==> src/fp_abs_add_pkg.sv <==
package fp_abs_add_pkg;

    // opcode fields of the shift/logic unit absolute-value ops
    localparam logic [5:0] ABS_SP_OPF = 6'h3c;
    localparam logic [5:0] ABS_DP_OPF = 6'h2c;
    localparam logic [4:0] ABS_RSV    = 5'h00;
    localparam logic [3:0] ABS_TAIL   = 4'h8;

    // opcode fields of the arithmetic/logic unit add ops
    localparam logic [6:0] ADD_DP_OPF = 7'h18;
    localparam logic [6:0] ADD_SP_OPF = 7'h10;
    localparam logic [2:0] ADD_TAIL   = 3'h6;

    // rounding mode selection
    localparam logic [1:0] RM_NEAR = 2'h0;
    localparam logic [1:0] RM_ZERO = 2'h1;
    localparam logic [1:0] RM_POS  = 2'h2;
    localparam logic [1:0] RM_NEG  = 2'h3;

    localparam logic [31:0] SP_NAN  = 32'h7fffffff;
    localparam logic [31:0] SP_INF  = 32'h7f800000;
    localparam logic [63:0] DP_NAN  = 64'h7fffffffffffffff;
    localparam logic [63:0] DP_INF  = 64'h7ff0000000000000;
    localparam logic [12:0] SP_EMAX = 13'h00ff;
    localparam logic [12:0] DP_EMAX = 13'h07ff;
    localparam logic [52:0] MANT_MAX = 53'h1fffffffffffff;

    // write-back slots, counted from the edge that computes the result
    localparam int SP_ADD_SLOT = 3;
    localparam int DP_LO_SLOT  = 4;
    localparam int DP_HI_SLOT  = 5;
    localparam int NSLOT       = 6;

    // exception flag positions
    localparam int F_INEXACT_FLAG  = 0;
    localparam int F_INVALID_FLAG = 1;
    localparam int F_OVER  = 2;
    localparam int F_UNDER = 3;
    localparam int F_INFINITY_RESULT_FLAG  = 4;
    localparam int F_DEN1  = 5;
    localparam int F_SECOND_SRC_DENORMAL_FLAG  = 6;
    localparam int F_NAN1  = 7;
    localparam int F_SECOND_SRC_NAN_FLAG  = 8;

    typedef struct packed {
        logic        v;
        logic        hi;
        logic [31:0] word;
        logic [8:0]  flags;
    } wslot_t;

    typedef struct packed {
        logic        sign;
        logic [10:0] exp;
        logic [52:0] mant;
        logic        zero;
        logic        den;
        logic        inf;
        logic        nan;
        logic        snan;
    } fpcls_t;

    typedef struct packed {
        logic [63:0] word;
        logic [8:0]  flags;
    } addres_t;

endpackage

==> src/fp_abs_add_datapath.sv <==
`timescale 1ns/1ns
// Overview of operation
// - single abs decoded by 111100, reserved zero
// - abs of infinity gives +infinity, flag
// - abs NaN gives canonical NaN, flags
// - double abs writes low E1, high E2
// - double add decoded by 0011000 / 110
// - single add decoded by 0010000 / 110
// - double add reads two cycles, writes E6/E7
// - any rounding sets inexact
// - NaN addend gives canonical NaN, invalid only if signaling
// - opposite infinities give NaN, invalid
// - single infinity passes through, flagged
// - overflow result per mode, inexact, overflow
// - underflow result per mode, inexact, underflow
// - exact cancellation gives +0, -0 toward minus
// - like-signed zeros or denormals keep sign
// - denormal addend is zero, flags set
// - single add four cycles, full throughput
module fp_abs_add_datapath
    import fp_abs_add_pkg::*;
(
    input  wire logic        clock,
    input  wire logic        rst_n,
    input  wire logic        abs_valid,
    input  wire logic [31:0] abs_opcode,
    input  wire logic [31:0] abs_src2_lo,
    input  wire logic [31:0] abs_src2_hi,
    output logic             abs_wr,
    output logic             abs_wr_hi,
    output logic [31:0]      abs_result,
    output logic             abs_inexact_flag,
    output logic             abs_invalid_flag,
    output logic             abs_infinity_result_flag,
    output logic             second_src_nan_flag,
    output logic             second_src_denormal_flag,
    input  wire logic        add_valid,
    input  wire logic [31:0] add_opcode,
    input  wire logic [31:0] add_src1,
    input  wire logic [31:0] add_src2,
    input  wire logic [1:0]  round_mode,
    output logic             add_busy,
    output logic             add_wr,
    output logic             add_wr_hi,
    output logic [31:0]      add_result,
    output logic             inexact_flag,
    output logic             invalid_flag,
    output logic             overflow_flag,
    output logic             underflow_flag,
    output logic             infinity_result_flag,
    output logic [1:0]       denormal_source_flag,
    output logic [1:0]       nan_source_flag
);
    typedef struct packed {
        logic               busy;
        logic [31:0]        lo1;
        logic [31:0]        lo2;
        logic [1:0]         rm;
        wslot_t             abs_out;
        wslot_t             abs_pend;
        wslot_t [NSLOT-1:0] slot;
    } state_t;

    state_t      st_r;
    state_t      st_nxt;
    fpcls_t      cx;
    fpcls_t      ca;
    fpcls_t      cb;
    logic [63:0] abs_in;
    logic [63:0] opa;
    logic [63:0] opb;
    logic        abs_sp;
    logic        abs_dp;
    logic        add_sp;
    logic        add_dp;

    function automatic logic [63:0] pk(input logic dp, input logic sg,
                                       input logic [10:0] e,
                                       input logic [52:0] m);
        return dp ? {sg, e, m[51:0]} : {32'h0, sg, e[7:0], m[51:29]};
    endfunction

    function automatic logic [5:0] lzc(input logic [55:0] v);
        logic [5:0] n;
        logic       f;
        n = 6'h0;
        f = 1'b0;
        for (int i = 55; i >= 0; i--) begin
            if (!f && !v[i]) begin
                n = n + 6'h1;
            end else begin
                f = 1'b1;
            end
        end
        return n;
    endfunction

    function automatic addres_t fp_add(input fpcls_t a_in, input fpcls_t b_in,
                                       input logic dp, input logic [1:0] rm);
        addres_t     r;
        fpcls_t      a;
        fpcls_t      b;
        logic [56:0] xa;
        logic [56:0] xb;
        logic [56:0] sum;
        logic [56:0] nrm;
        logic [56:0] rnd;
        logic [12:0] e;
        logic [12:0] emax;
        logic [10:0] d;
        logic [5:0]  lz;
        logic        g;
        logic        s;
        logic        lsb;
        logic        up;
        logic        sg;
        logic        za;
        logic        zb;
        r    = '0;
        a    = a_in;
        b    = b_in;
        nrm  = '0;
        rnd  = '0;
        lz   = 6'h0;
        g    = 1'b0;
        s    = 1'b0;
        up   = 1'b0;
        emax = dp ? DP_EMAX : SP_EMAX;
        za   = a.zero | a.den;
        zb   = b.zero | b.den;
        r.flags[F_DEN1] = a.den;
        r.flags[F_SECOND_SRC_DENORMAL_FLAG] = b.den;
        r.flags[F_NAN1] = a.nan;
        r.flags[F_SECOND_SRC_NAN_FLAG] = b.nan;
        if (a.nan || b.nan) begin
            r.word = dp ? DP_NAN : {32'h0, SP_NAN};
            r.flags[F_INVALID_FLAG] = a.snan | b.snan;
        end else if (a.inf && b.inf && (a.sign != b.sign)) begin
            r.word = dp ? DP_NAN : {32'h0, SP_NAN};
            r.flags[F_INVALID_FLAG] = 1'b1;
        end else if (a.inf || b.inf) begin
            sg = a.inf ? a.sign : b.sign;
            r.word = dp ? {sg, DP_INF[62:0]} : {32'h0, sg, SP_INF[30:0]};
            r.flags[F_INFINITY_RESULT_FLAG] = 1'b1;
        end else begin
            r.flags[F_INEXACT_FLAG] = a.den | b.den;
            if (za && zb) begin
                sg = (a.sign == b.sign) ? a.sign : (rm == RM_NEG);
                r.word = pk(dp, sg, 11'h0, 53'h0);
            end else if (za || zb) begin
                r.word = za ? pk(dp, b.sign, b.exp, b.mant)
                            : pk(dp, a.sign, a.exp, a.mant);
            end else begin
                if ({a.exp, a.mant} < {b.exp, b.mant}) begin
                    a = b_in;
                    b = a_in;
                end
                d  = a.exp - b.exp;
                xa = {1'b0, a.mant, 3'h0};
                xb = {1'b0, b.mant, 3'h0};
                // shifted-out bits fold into a sticky bit
                s  = (d > 11'h038) ? |xb : |(xb & ~({57{1'b1}} << d));
                xb = (d > 11'h038) ? 57'h0 : (xb >> d);
                xb[0] = xb[0] | s;
                sum = (a.sign == b.sign) ? xa + xb : xa - xb;
                e   = {2'h0, a.exp};
                if (sum == 57'h0) begin
                    r.word = pk(dp, rm == RM_NEG, 11'h0, 53'h0);
                end else begin
                    if (sum[56]) begin
                        nrm    = {1'b0, sum[56:1]};
                        nrm[0] = nrm[0] | sum[0];
                        e      = e + 13'h1;
                    end else begin
                        lz  = lzc(sum[55:0]);
                        nrm = sum << lz;
                        e   = e - {7'h0, lz};
                    end
                    g   = dp ? nrm[2] : nrm[31];
                    s   = dp ? |nrm[1:0] : |nrm[30:0];
                    lsb = dp ? nrm[3] : nrm[32];
                    case (rm)
                        RM_NEAR: up = g & (s | lsb);
                        RM_ZERO: up = 1'b0;
                        RM_POS:  up = (g | s) & !a.sign;
                        default: up = (g | s) & a.sign;
                    endcase
                    rnd = nrm & ~(dp ? 57'h7 : 57'hffffffff);
                    rnd = rnd + (up ? (dp ? 57'h8 : 57'h100000000) : 57'h0);
                    if (rnd[56]) begin
                        rnd = rnd >> 1;
                        e   = e + 13'h1;
                    end
                    sg = a.sign;
                    r.flags[F_INEXACT_FLAG] = g | s;
                    if (!e[12] && (e >= emax)) begin
                        r.flags[F_INEXACT_FLAG] = 1'b1;
                        r.flags[F_OVER] = 1'b1;
                        if ((rm == RM_NEAR) || (rm == RM_POS && !sg) ||
                            (rm == RM_NEG && sg)) begin
                            r.word = pk(dp, sg, emax[10:0], 53'h0);
                        end else begin
                            e = emax - 13'h1;
                            r.word = pk(dp, sg, e[10:0], MANT_MAX);
                        end
                    end else if (e[12] || (e == 13'h0)) begin
                        r.flags[F_INEXACT_FLAG]  = 1'b1;
                        r.flags[F_UNDER] = 1'b1;
                        if ((rm == RM_POS && !sg) || (rm == RM_NEG && sg)) begin
                            r.word = pk(dp, sg, 11'h1, 53'h0);
                        end else begin
                            r.word = pk(dp, sg, 11'h0, 53'h0);
                        end
                    end else begin
                        r.word = pk(dp, sg, e[10:0], rnd[55:3]);
                    end
                end
            end
        end
        return r;
    endfunction

    // double abs reads both words in one cycle
    assign abs_in = abs_dp ? {abs_src2_hi, abs_src2_lo}
                           : {32'h0, abs_src2_lo};
    // double add: high words arrive the cycle after the low words
    assign opa = st_r.busy ? {add_src1, st_r.lo1} : {32'h0, add_src1};
    assign opb = st_r.busy ? {add_src2, st_r.lo2} : {32'h0, add_src2};

    // decodes sit outside the state process so the abs classifier,
    // which depends on abs_dp, does not feed back into that process
    // single and double abs decodes, single add decode
    assign abs_sp = abs_valid && (abs_opcode[11:6] == ABS_SP_OPF) &&
                    (abs_opcode[17:13] == ABS_RSV) &&
                    (abs_opcode[5:2] == ABS_TAIL);
    assign abs_dp = abs_valid && (abs_opcode[11:6] == ABS_DP_OPF) &&
                    (abs_opcode[17:13] == ABS_RSV) &&
                    (abs_opcode[5:2] == ABS_TAIL);
    assign add_sp = add_valid && !st_r.busy &&
                    (add_opcode[11:5] == ADD_SP_OPF) &&
                    (add_opcode[4:2] == ADD_TAIL);
    // double add decode; unit locked while busy
    assign add_dp = add_valid && !st_r.busy &&
                    (add_opcode[11:5] == ADD_DP_OPF) &&
                    (add_opcode[4:2] == ADD_TAIL);

    fp_classify u_cls_abs (
        .word    (abs_in),
        .dp      (abs_dp),
        .sign    (cx.sign),
        .expo    (cx.exp),
        .mant    (cx.mant),
        .is_zero (cx.zero),
        .is_den  (cx.den),
        .is_inf  (cx.inf),
        .is_nan  (cx.nan),
        .is_snan (cx.snan)
    );

    fp_classify u_cls_a (
        .word    (opa),
        .dp      (st_r.busy),
        .sign    (ca.sign),
        .expo    (ca.exp),
        .mant    (ca.mant),
        .is_zero (ca.zero),
        .is_den  (ca.den),
        .is_inf  (ca.inf),
        .is_nan  (ca.nan),
        .is_snan (ca.snan)
    );

    fp_classify u_cls_b (
        .word    (opb),
        .dp      (st_r.busy),
        .sign    (cb.sign),
        .expo    (cb.exp),
        .mant    (cb.mant),
        .is_zero (cb.zero),
        .is_den  (cb.den),
        .is_inf  (cb.inf),
        .is_nan  (cb.nan),
        .is_snan (cb.snan)
    );

    always_comb begin
        logic [63:0] aw;
        logic [8:0]  af;
        addres_t     res;
        aw = 64'h0;
        af = 9'h0;
        st_nxt = st_r;
        res = '0;

        if (cx.nan) begin
            aw = abs_dp ? DP_NAN : {32'h0, SP_NAN};
            af[F_SECOND_SRC_NAN_FLAG]  = 1'b1;
            af[F_INVALID_FLAG] = cx.snan;
        end else if (cx.inf) begin
            aw = abs_dp ? DP_INF : {32'h0, SP_INF};
            af[F_INFINITY_RESULT_FLAG] = 1'b1;
        end else if (cx.den) begin
            af[F_INEXACT_FLAG] = 1'b1;
            af[F_SECOND_SRC_DENORMAL_FLAG] = 1'b1;
        end else begin
            aw = abs_in & {1'b0, {31{1'b1}}, abs_dp, {31{1'b1}}};
        end

        st_nxt.abs_out  = st_r.abs_pend;
        st_nxt.abs_pend = '0;
        // a pending high word wins; a new abs in that cycle is dropped
        if (!st_r.abs_pend.v && (abs_sp || abs_dp)) begin
            st_nxt.abs_out = '{v: 1'b1, hi: 1'b0, word: aw[31:0],
                               flags: (abs_dp ? 9'h0 : af)};
            if (abs_dp) begin
                st_nxt.abs_pend = '{v: 1'b1, hi: 1'b1, word: aw[63:32],
                                    flags: af};
            end
        end

        for (int i = 0; i < NSLOT - 1; i++) begin
            st_nxt.slot[i] = st_r.slot[i + 1];
        end
        st_nxt.slot[NSLOT-1] = '0;

        // rounding mode taken with the issue
        res = fp_add(ca, cb, st_r.busy, st_r.busy ? st_r.rm : round_mode);
        st_nxt.busy = add_dp;
        if (add_dp) begin
            st_nxt.lo1 = add_src1;
            st_nxt.lo2 = add_src2;
            st_nxt.rm  = round_mode;
        end
        // single add result after three slots
        if (add_sp) begin
            st_nxt.slot[SP_ADD_SLOT] = '{v: 1'b1, hi: 1'b0,
                                         word: res.word[31:0],
                                         flags: res.flags};
        end
        // double add low then high word
        if (st_r.busy) begin
            st_nxt.slot[DP_LO_SLOT] = '{v: 1'b1, hi: 1'b0,
                                        word: res.word[31:0], flags: 9'h0};
            st_nxt.slot[DP_HI_SLOT] = '{v: 1'b1, hi: 1'b1,
                                        word: res.word[63:32],
                                        flags: res.flags};
        end
    end

    always_ff @(posedge clock or negedge rst_n) begin
        if (!rst_n) begin
            st_r <= '0;
        end else begin
            st_r <= st_nxt;
        end
    end

    assign abs_wr                   = st_r.abs_out.v;
    assign abs_wr_hi                = st_r.abs_out.hi;
    assign abs_result               = st_r.abs_out.word;
    assign abs_inexact_flag         = st_r.abs_out.flags[F_INEXACT_FLAG];
    assign abs_invalid_flag         = st_r.abs_out.flags[F_INVALID_FLAG];
    assign abs_infinity_result_flag = st_r.abs_out.flags[F_INFINITY_RESULT_FLAG];
    assign second_src_nan_flag      = st_r.abs_out.flags[F_SECOND_SRC_NAN_FLAG];
    assign second_src_denormal_flag = st_r.abs_out.flags[F_SECOND_SRC_DENORMAL_FLAG];
    assign add_busy                 = st_r.busy;
    assign add_wr                   = st_r.slot[0].v;
    assign add_wr_hi                = st_r.slot[0].hi;
    assign add_result               = st_r.slot[0].word;
    assign inexact_flag             = st_r.slot[0].flags[F_INEXACT_FLAG];
    assign invalid_flag             = st_r.slot[0].flags[F_INVALID_FLAG];
    assign overflow_flag            = st_r.slot[0].flags[F_OVER];
    assign underflow_flag           = st_r.slot[0].flags[F_UNDER];
    assign infinity_result_flag     = st_r.slot[0].flags[F_INFINITY_RESULT_FLAG];
    assign denormal_source_flag     = {st_r.slot[0].flags[F_SECOND_SRC_DENORMAL_FLAG],
                                       st_r.slot[0].flags[F_DEN1]};
    assign nan_source_flag          = {st_r.slot[0].flags[F_SECOND_SRC_NAN_FLAG],
                                       st_r.slot[0].flags[F_NAN1]};

    a_abs_sp_plain: assert property (
        @(posedge clock) disable iff (!rst_n)
        abs_sp && !st_r.abs_pend.v && !cx.nan && !cx.inf && !cx.den
        |=> abs_wr && !abs_wr_hi &&
            abs_result == ($past(abs_src2_lo) & 32'h7fffffff))
        else $error("single abs result wrong");

    a_abs_inf_out: assert property (
        @(posedge clock) disable iff (!rst_n)
        abs_sp && !st_r.abs_pend.v && cx.inf
        |=> abs_result == SP_INF && abs_infinity_result_flag)
        else $error("abs of infinity wrong");

    a_abs_canonical_nan_value: assert property (
        @(posedge clock) disable iff (!rst_n)
        abs_sp && !st_r.abs_pend.v && cx.nan
        |=> abs_result == SP_NAN && second_src_nan_flag &&
            abs_invalid_flag == $past(cx.snan))
        else $error("abs of nan wrong");

    a_abs_dp_order: assert property (
        @(posedge clock) disable iff (!rst_n)
        abs_dp && !st_r.abs_pend.v
        |=> abs_wr && !abs_wr_hi ##1 abs_wr && abs_wr_hi)
        else $error("double abs word order wrong");

    a_abs_den_zero: assert property (
        @(posedge clock) disable iff (!rst_n)
        abs_sp && !st_r.abs_pend.v && cx.den
        |=> abs_result == 32'h0 && abs_inexact_flag &&
            second_src_denormal_flag)
        else $error("abs of denormal wrong");

    a_add_sp_latency: assert property (
        @(posedge clock) disable iff (!rst_n)
        add_sp |=> !add_busy ##3 add_wr && !add_wr_hi)
        else $error("single add latency wrong");

    a_add_dp_latency: assert property (
        @(posedge clock) disable iff (!rst_n)
        add_dp |=> add_busy ##5 add_wr && !add_wr_hi ##1 add_wr && add_wr_hi)
        else $error("double add write timing wrong");

    a_add_snan_invalid_flag: assert property (
        @(posedge clock) disable iff (!rst_n)
        add_sp && (ca.snan || cb.snan)
        |-> ##4 add_result == SP_NAN && invalid_flag)
        else $error("signaling nan add wrong");

    a_add_inf_cancel: assert property (
        @(posedge clock) disable iff (!rst_n)
        add_sp && ca.inf && cb.inf && (ca.sign != cb.sign)
        |-> ##4 add_result == SP_NAN && invalid_flag && !infinity_result_flag)
        else $error("opposite infinities wrong");

    a_ovf_inexact: assert property (
        @(posedge clock) disable iff (!rst_n)
        add_wr && (overflow_flag || underflow_flag) |-> inexact_flag)
        else $error("range error without inexact");

    a_cancel_negzero: assert property (
        @(posedge clock) disable iff (!rst_n)
        add_sp && !ca.zero && !ca.den && !ca.inf && !ca.nan &&
        ca.exp == cb.exp && ca.mant == cb.mant && ca.sign != cb.sign &&
        round_mode == RM_NEG
        |-> ##4 add_result == 32'h80000000 && !inexact_flag)
        else $error("cancellation sign wrong");

    a_den_src_inexact: assert property (
        @(posedge clock) disable iff (!rst_n)
        add_sp && ca.den && !cb.nan && !cb.inf
        |-> ##4 inexact_flag && denormal_source_flag[0])
        else $error("denormal source flags wrong");
endmodule

==> src/fp_classify.sv <==
`timescale 1ns/1ns
module fp_classify
    import fp_abs_add_pkg::*;
(
    input  wire logic [63:0] word,
    input  wire logic        dp,
    output logic             sign,
    output logic [10:0]      expo,
    output logic [52:0]      mant,
    output logic             is_zero,
    output logic             is_den,
    output logic             is_inf,
    output logic             is_nan,
    output logic             is_snan
);
    logic [51:0] frac;
    logic [10:0] e_all;

    always_comb begin
        sign    = dp ? word[63] : word[31];
        expo    = dp ? word[62:52] : {3'h0, word[30:23]};
        frac    = dp ? word[51:0] : {word[22:0], 29'h0};
        e_all   = dp ? DP_EMAX[10:0] : SP_EMAX[10:0];
        mant    = {1'b1, frac};
        is_zero = (expo == 11'h000) && (frac == 52'h0);
        is_den  = (expo == 11'h000) && (frac != 52'h0);
        is_inf  = (expo == e_all) && (frac == 52'h0);
        is_nan  = (expo == e_all) && (frac != 52'h0);
        // quiet nans carry the top fraction bit
        is_snan = is_nan && !frac[51];
    end
endmodule
==> config.mk <==
export PLATFORM = sky130hd
export DESIGN_NAME = fp_abs_add_datapath
export DESIGN_NICKNAME = d
export VERILOG_FILES = /design/src/fp_abs_add_pkg.sv /design/src/fp_abs_add_datapath.sv /design/src/fp_classify.sv
export SDC_FILE = /design/constraint.sdc
export NUM_CORES = 2
export LEC_CHECK = 0
export ABC_AREA = 1
export BUFFER_PORTS_ARGS = -buffer_cell sky130_fd_sc_hd__buf_2
export CORE_ASPECT_RATIO = 1.4
export CORE_MARGIN = 3
export CORE_UTILIZATION = 65
export CTS_CLUSTER_SIZE = 25
export DETAILED_ROUTE_END_ITERATION = 6
export PLACE_DENSITY = 0.81
export SLEW_MARGIN = 20
export SYNTH_ARGS = -nofsm -noshare
export SYNTH_HDL_FRONTEND = slang
export SYNTH_SLANG_ARGS = --single-unit
==> constraint.sdc <==
create_clock -name clock -period 103.4 [get_ports clock]
set_input_delay 5.17 -clock clock [delete_from_list [all_inputs] [get_ports clock]]
set_output_delay 5.17 -clock clock [all_outputs]
set_load 0.03 [all_outputs]
# == Yosys cells after proc, flatten, opt, wreduce, memory -nomap -nowiden ==
# Index checks and enable logic that the tools add are counted.
# Widths: inputs -> output; s select.
# word_totals
register_bits,411
latch_bits,0
ramBits,0
rom_bits,0
in_bits,198
wordCells,1379
n_memories,0
# op_classes
n_addsub,63
multipliers,0
n_div,0
magnitude_cmp,3
eq_ne,15
shifts,3
mux,1014
bitwise,16
n_reduce_logical,229
# ops
cell,count
$mux 6,447
$mux 64,27
$mux 70,12
$mux 57,9
$mux 1,476
$add 6x1->6 const B,55
$mux 63,3
$mux 13,14
$mux 86,2
$logic_not 52->1,3
$mux 52,3
$reduce_bool 52->1,3
$logic_not 1->1,117
$logic_and 1x1->1,87
$mux 43,2
$mux 11,6
$mux 33,2
$and 64x63->64,1
$lt 64x64->1,1
$add 56x57->57,1
$add 57x33->57,1
$and 56x57->57,1
$and 57x57->57,1
$logic_not 57->1,1
39 further kinds,68

# == Logic depth before layout (Yosys ltp) ==
# logic_depth
ltp_word,617
mapped_depth,317
mapped_depth_nobuf,310

# == By module ==
# From an unflattened synthesis, not the netlist that was laid out.
# unflattened
cells_unflattened,9129
hier_area_um2,55972.4
# modules_own_cells
mod,instances,cells_per_inst,area_per_inst_um2,seq_area_each_um2
fp_abs_add_datapath,1,8403,52935.8,9959.6
fp_classify,3,242,1012.2,0.0

# == Worst setup path after synthesis ==
# OpenSTA, ideal clock, no wires.
# synth_timing
path_type,input-to-reg
startpoint,input port add_src1[26]
endpoint,register st_r[244] (netlist name)
setup_ps,117
t_arrival_ps,45193
path_slack_ps,58089
stages,285
n_path_buf,9
cell_sequence,nand2_1 -> inv_1 -> nor2_1 -> inv_1 -> ha_1 -> nand2_1 -> inv_1 -> o21ai_1 -> nand2_1 -> a21oi_1 -> nand2_2 -> nor2_8 -> nand2_4 -> nand2_1 -> nand3_2 -> ha_1 -> inv_1 -> nand2_1 -> (+249 left out) -> nand2_4 -> nand4_4 -> nand2_8 -> buf_12 -> nand4_1 -> xor2_1 -> ha_1 -> a21oi_1 -> and3_2 -> nand2_2 -> nand2_4 -> buf_12 -> buf_8 -> o211ai_2 -> o211ai_2 -> nand2_1 -> nand2_1 -> nand2_1
# synth_lines
element,line_no,source
"start, declared",fp_abs_add_datapath.sv:39,"input wire logic [31:0] add_src1,"
"end signal, assigned",fp_abs_add_datapath.sv:354,st_r <= st_nxt;
"end, declared",fp_abs_add_datapath.sv:64,state_t st_r;

==> impl_metrics.json <==
{
  "dp_hpwl_um": 156000,
  "slew_violations": 0,
  "hold_viol": 0,
  "slew_headroom": 0.115,
  "io_pins": 281,
  "synthTopCellsByArea": "dfrtp_1 20%, nand2_1 18%, inv_1 7.5%",
  "clkLatencyLatePin_ps": 580,
  "drv_cap": 0,
  "tightest_slew_ps": 1310,
  "drt_wl_total_um": 204000,
  "pre_cts_ws_ps": 47900,
  "fin_ws_ps": 46280,
  "ys.warnings.count": 0,
  "antenna_found_initial": 18,
  "fmax_mhz": 17.5,
  "syn_inst": 8296,
  "core.rowCount": 120,
  "setup_violations": 0,
  "worst_hold_path_type": "flip-flop to flip-flop",
  "drtIter0Drc": 7356,
  "post_cts_buffers": 0,
  "power_per_cell_area_mw_per_mm2": 13.4,
  "grt_max_degree": 185,
  "ant_nets": 0,
  "min_period_over_period": 0.552,
  "grt_usage": 0.487,
  "synth_xor_area_frac": 0.0278,
  "ys_types": 102,
  "initial_core_util": 0.656,
  "synth_area_mm2": 0.0503,
  "cts_resized": 0,
  "synth.largest_area_cell": "dfrtp_1",
  "crit_required_ps": 103840,
  "grt_overflow": 0,
  "synth_top_area_frac": 0.198,
  "status": "finished, violations left",
  "drcViolationCount": 8,
  "cts_buffer_depth": 3,
  "fp.dieH_um": 335,
  "cts_tree": "yes",
  "ys_ff_latch": 398,
  "tns_ps": 0,
  "peakVddDrop_v": 0.0000128,
  "synth_nets": 8737,
  "routed-via-count": 57842,
  "synth_edf_count": 0,
  "dieArea_mm2": 0.0807,
  "synth_adder_area_share": 0.0608,
  "synth_top_family_by_area": "simple AND/OR/NAND/NOR gates",
  "rsz0062_at_grt": "no",
  "syn_area_per_cell_um2": 6.06,
  "holdBufCountCts": 0,
  "nFillCells": 6890,
  "drive_gt1_frac": 0.108,
  "gp_congestion": 1.09,
  "ctsHtreeMaxLevel": 2,
  "muxShareOfSynthArea": 0.00167,
  "crit_top_cell": "nand2_1",
  "synthSimpleGateAreaFrac": 0.408,
  "synthFlopType": "dfrtp_1",
  "yosysSeqAreaShare": 0.198,
  "path_max_fanout": 81,
  "port_buffers": 240,
  "coreArea_mm2": 0.0766,
  "skew_ps": 34.7,
  "min_period_ps": 57120,
  "fin_util": 0.671,
  "viasPerCell": 6.27,
  "critPathTopFamily": "simple AND/OR/NAND/NOR gates",
  "syn2layout_area_growth_pct": 2.27,
  "crit_path_top_delay_cell": "a31oi_1",
  "clock_sink_count": 398,
  "layout_commonest_cell": "nand2_1",
  "p_leak_uw": 0.0278,
  "final_cell_mix": "2361 x nand2_1, 1009 x inv_1, 810 x nor2_1",
  "async_flop_share": 1.00,
  "cts-root-buf": "clkbuf_16",
  "grt_pass1_wl_um": 303000,
  "synth_compound_area_frac": 0.159,
  "grt_pass1_vias": 53901,
  "end_kind": "flip-flop",
  "dr.pass1.iters": 7,
  "clkSlewWorstSetupHoldPaths_ps": 80,
  "worstPathArrival_ps": 57570,
  "cp_num_buf_inv": 49,
  "die_w_um": 241,
  "worstSetupStartpointType": "input port",
  "fin_nets": 8658,
  "critPathMaxStageDelay_ps": 930,
  "wl_per_cell_um": 22.1,
  "crit_type": "input port to flip-flop",
  "cts_made_buffers": 38,
  "violations": "DRC"
}
[flip-flops by register name, indices dropped and copies added, names as in the netlist, 2 cells and up]
| signal | count |
|---|---|
| abs_result | 32 |
| add_result | 32 |
| denormal_source_flag | 2 |
| nan_source_flag | 2 |
| st_nxt | 129 |
| st_r | 187 |
[per-layer routing]
layer	routed length, um	track usage
met1	67900	0.520
met2	89700	0.774
met3	22600	0.140
met4	23600	0.443
met5	115	0.00433
[final cells by class]
type	count	area, um2	share of cell area
flip-flops and latches	398	9960	0.194
inverters	1096	4170	0.0811
clock buffers	49	1020	0.0199
diodes	10	25.0	0.000487
repair buffers	301	1680	0.0327
clock inverters	18	200	0.00390
well taps	976	1220	0.0238
multi-input cells	6382	33100	0.644
[where the power goes]
part | internal, uW | switching [uW]
Clock | 78.3 | 66.4
Sequential | 156 | 0.282
Combinational | 102 | 285
[worst paths after layout]
check	depth (start not counted)	to	startpoint	slack (ps)
max in group asynchronous	4	st_r[390]	rst_n	95630
min in group asynchronous	1	abs_result[18]	rst_n	4730
min	0	st_nxt[13]	st_nxt[56]	340
max	291	st_nxt[123]	add_src1[30]	46280
min reg2reg	0	st_nxt[13]	st_nxt[56]	340
max reg2reg	290	st_nxt[123]	add_busy	49360
[worst reg2reg max path: cells and delay by family, from the launching register on]
kind	cells	cell delay [ps]
xor+xnor	1	460
fa+ha+maj	58	15830
flops	1	990
simple gates	152	22510
compound gates	31	8170
buf+inv	48	5920
[cells in the mapped netlist (all sizes together), types with 33 or more instances]
library cell  number
clkbuf           219
xor2             111
nor4              54
o21a              33
o21ai            654
ha               241
a31oi             54
nand2           2553
buf              186
nor2             890
xnor2             47
nor3              84
or2               49
inv             1080
a21oi            426
nand4            110
o211ai            73
nand3            799
dfrtp            398
[kinds of logic after synthesis]
group / Yosys count
DFF: 398
xor gates and xnor gates: 158
adders and majority gates: 243
AOI/OAI and AO/OA: 1391
and+or+nand+nor: 4582
muxes: 8
buffers and inverters: 1516
[per-stage QoR]
| stage | power (uW) | hold WS, ps | instance area [um2] | std cells |
|---|---|---|---|---|
| after floorplan | 421 | 331 | 50300 | 8296 |
| after global placement | 515 | 331 | 50100 | 9152 |
| after detailed placement | 522 | 335 | 50100 | 9152 |
| after CTS | 666 | 338 | 51300 | 9219 |
| after global routing | 721 | 339 | 51400 | 9224 |
| final | 688 | 343 | 51400 | 9230 |
Note: power is estimated with default switching activity, not from simulation.
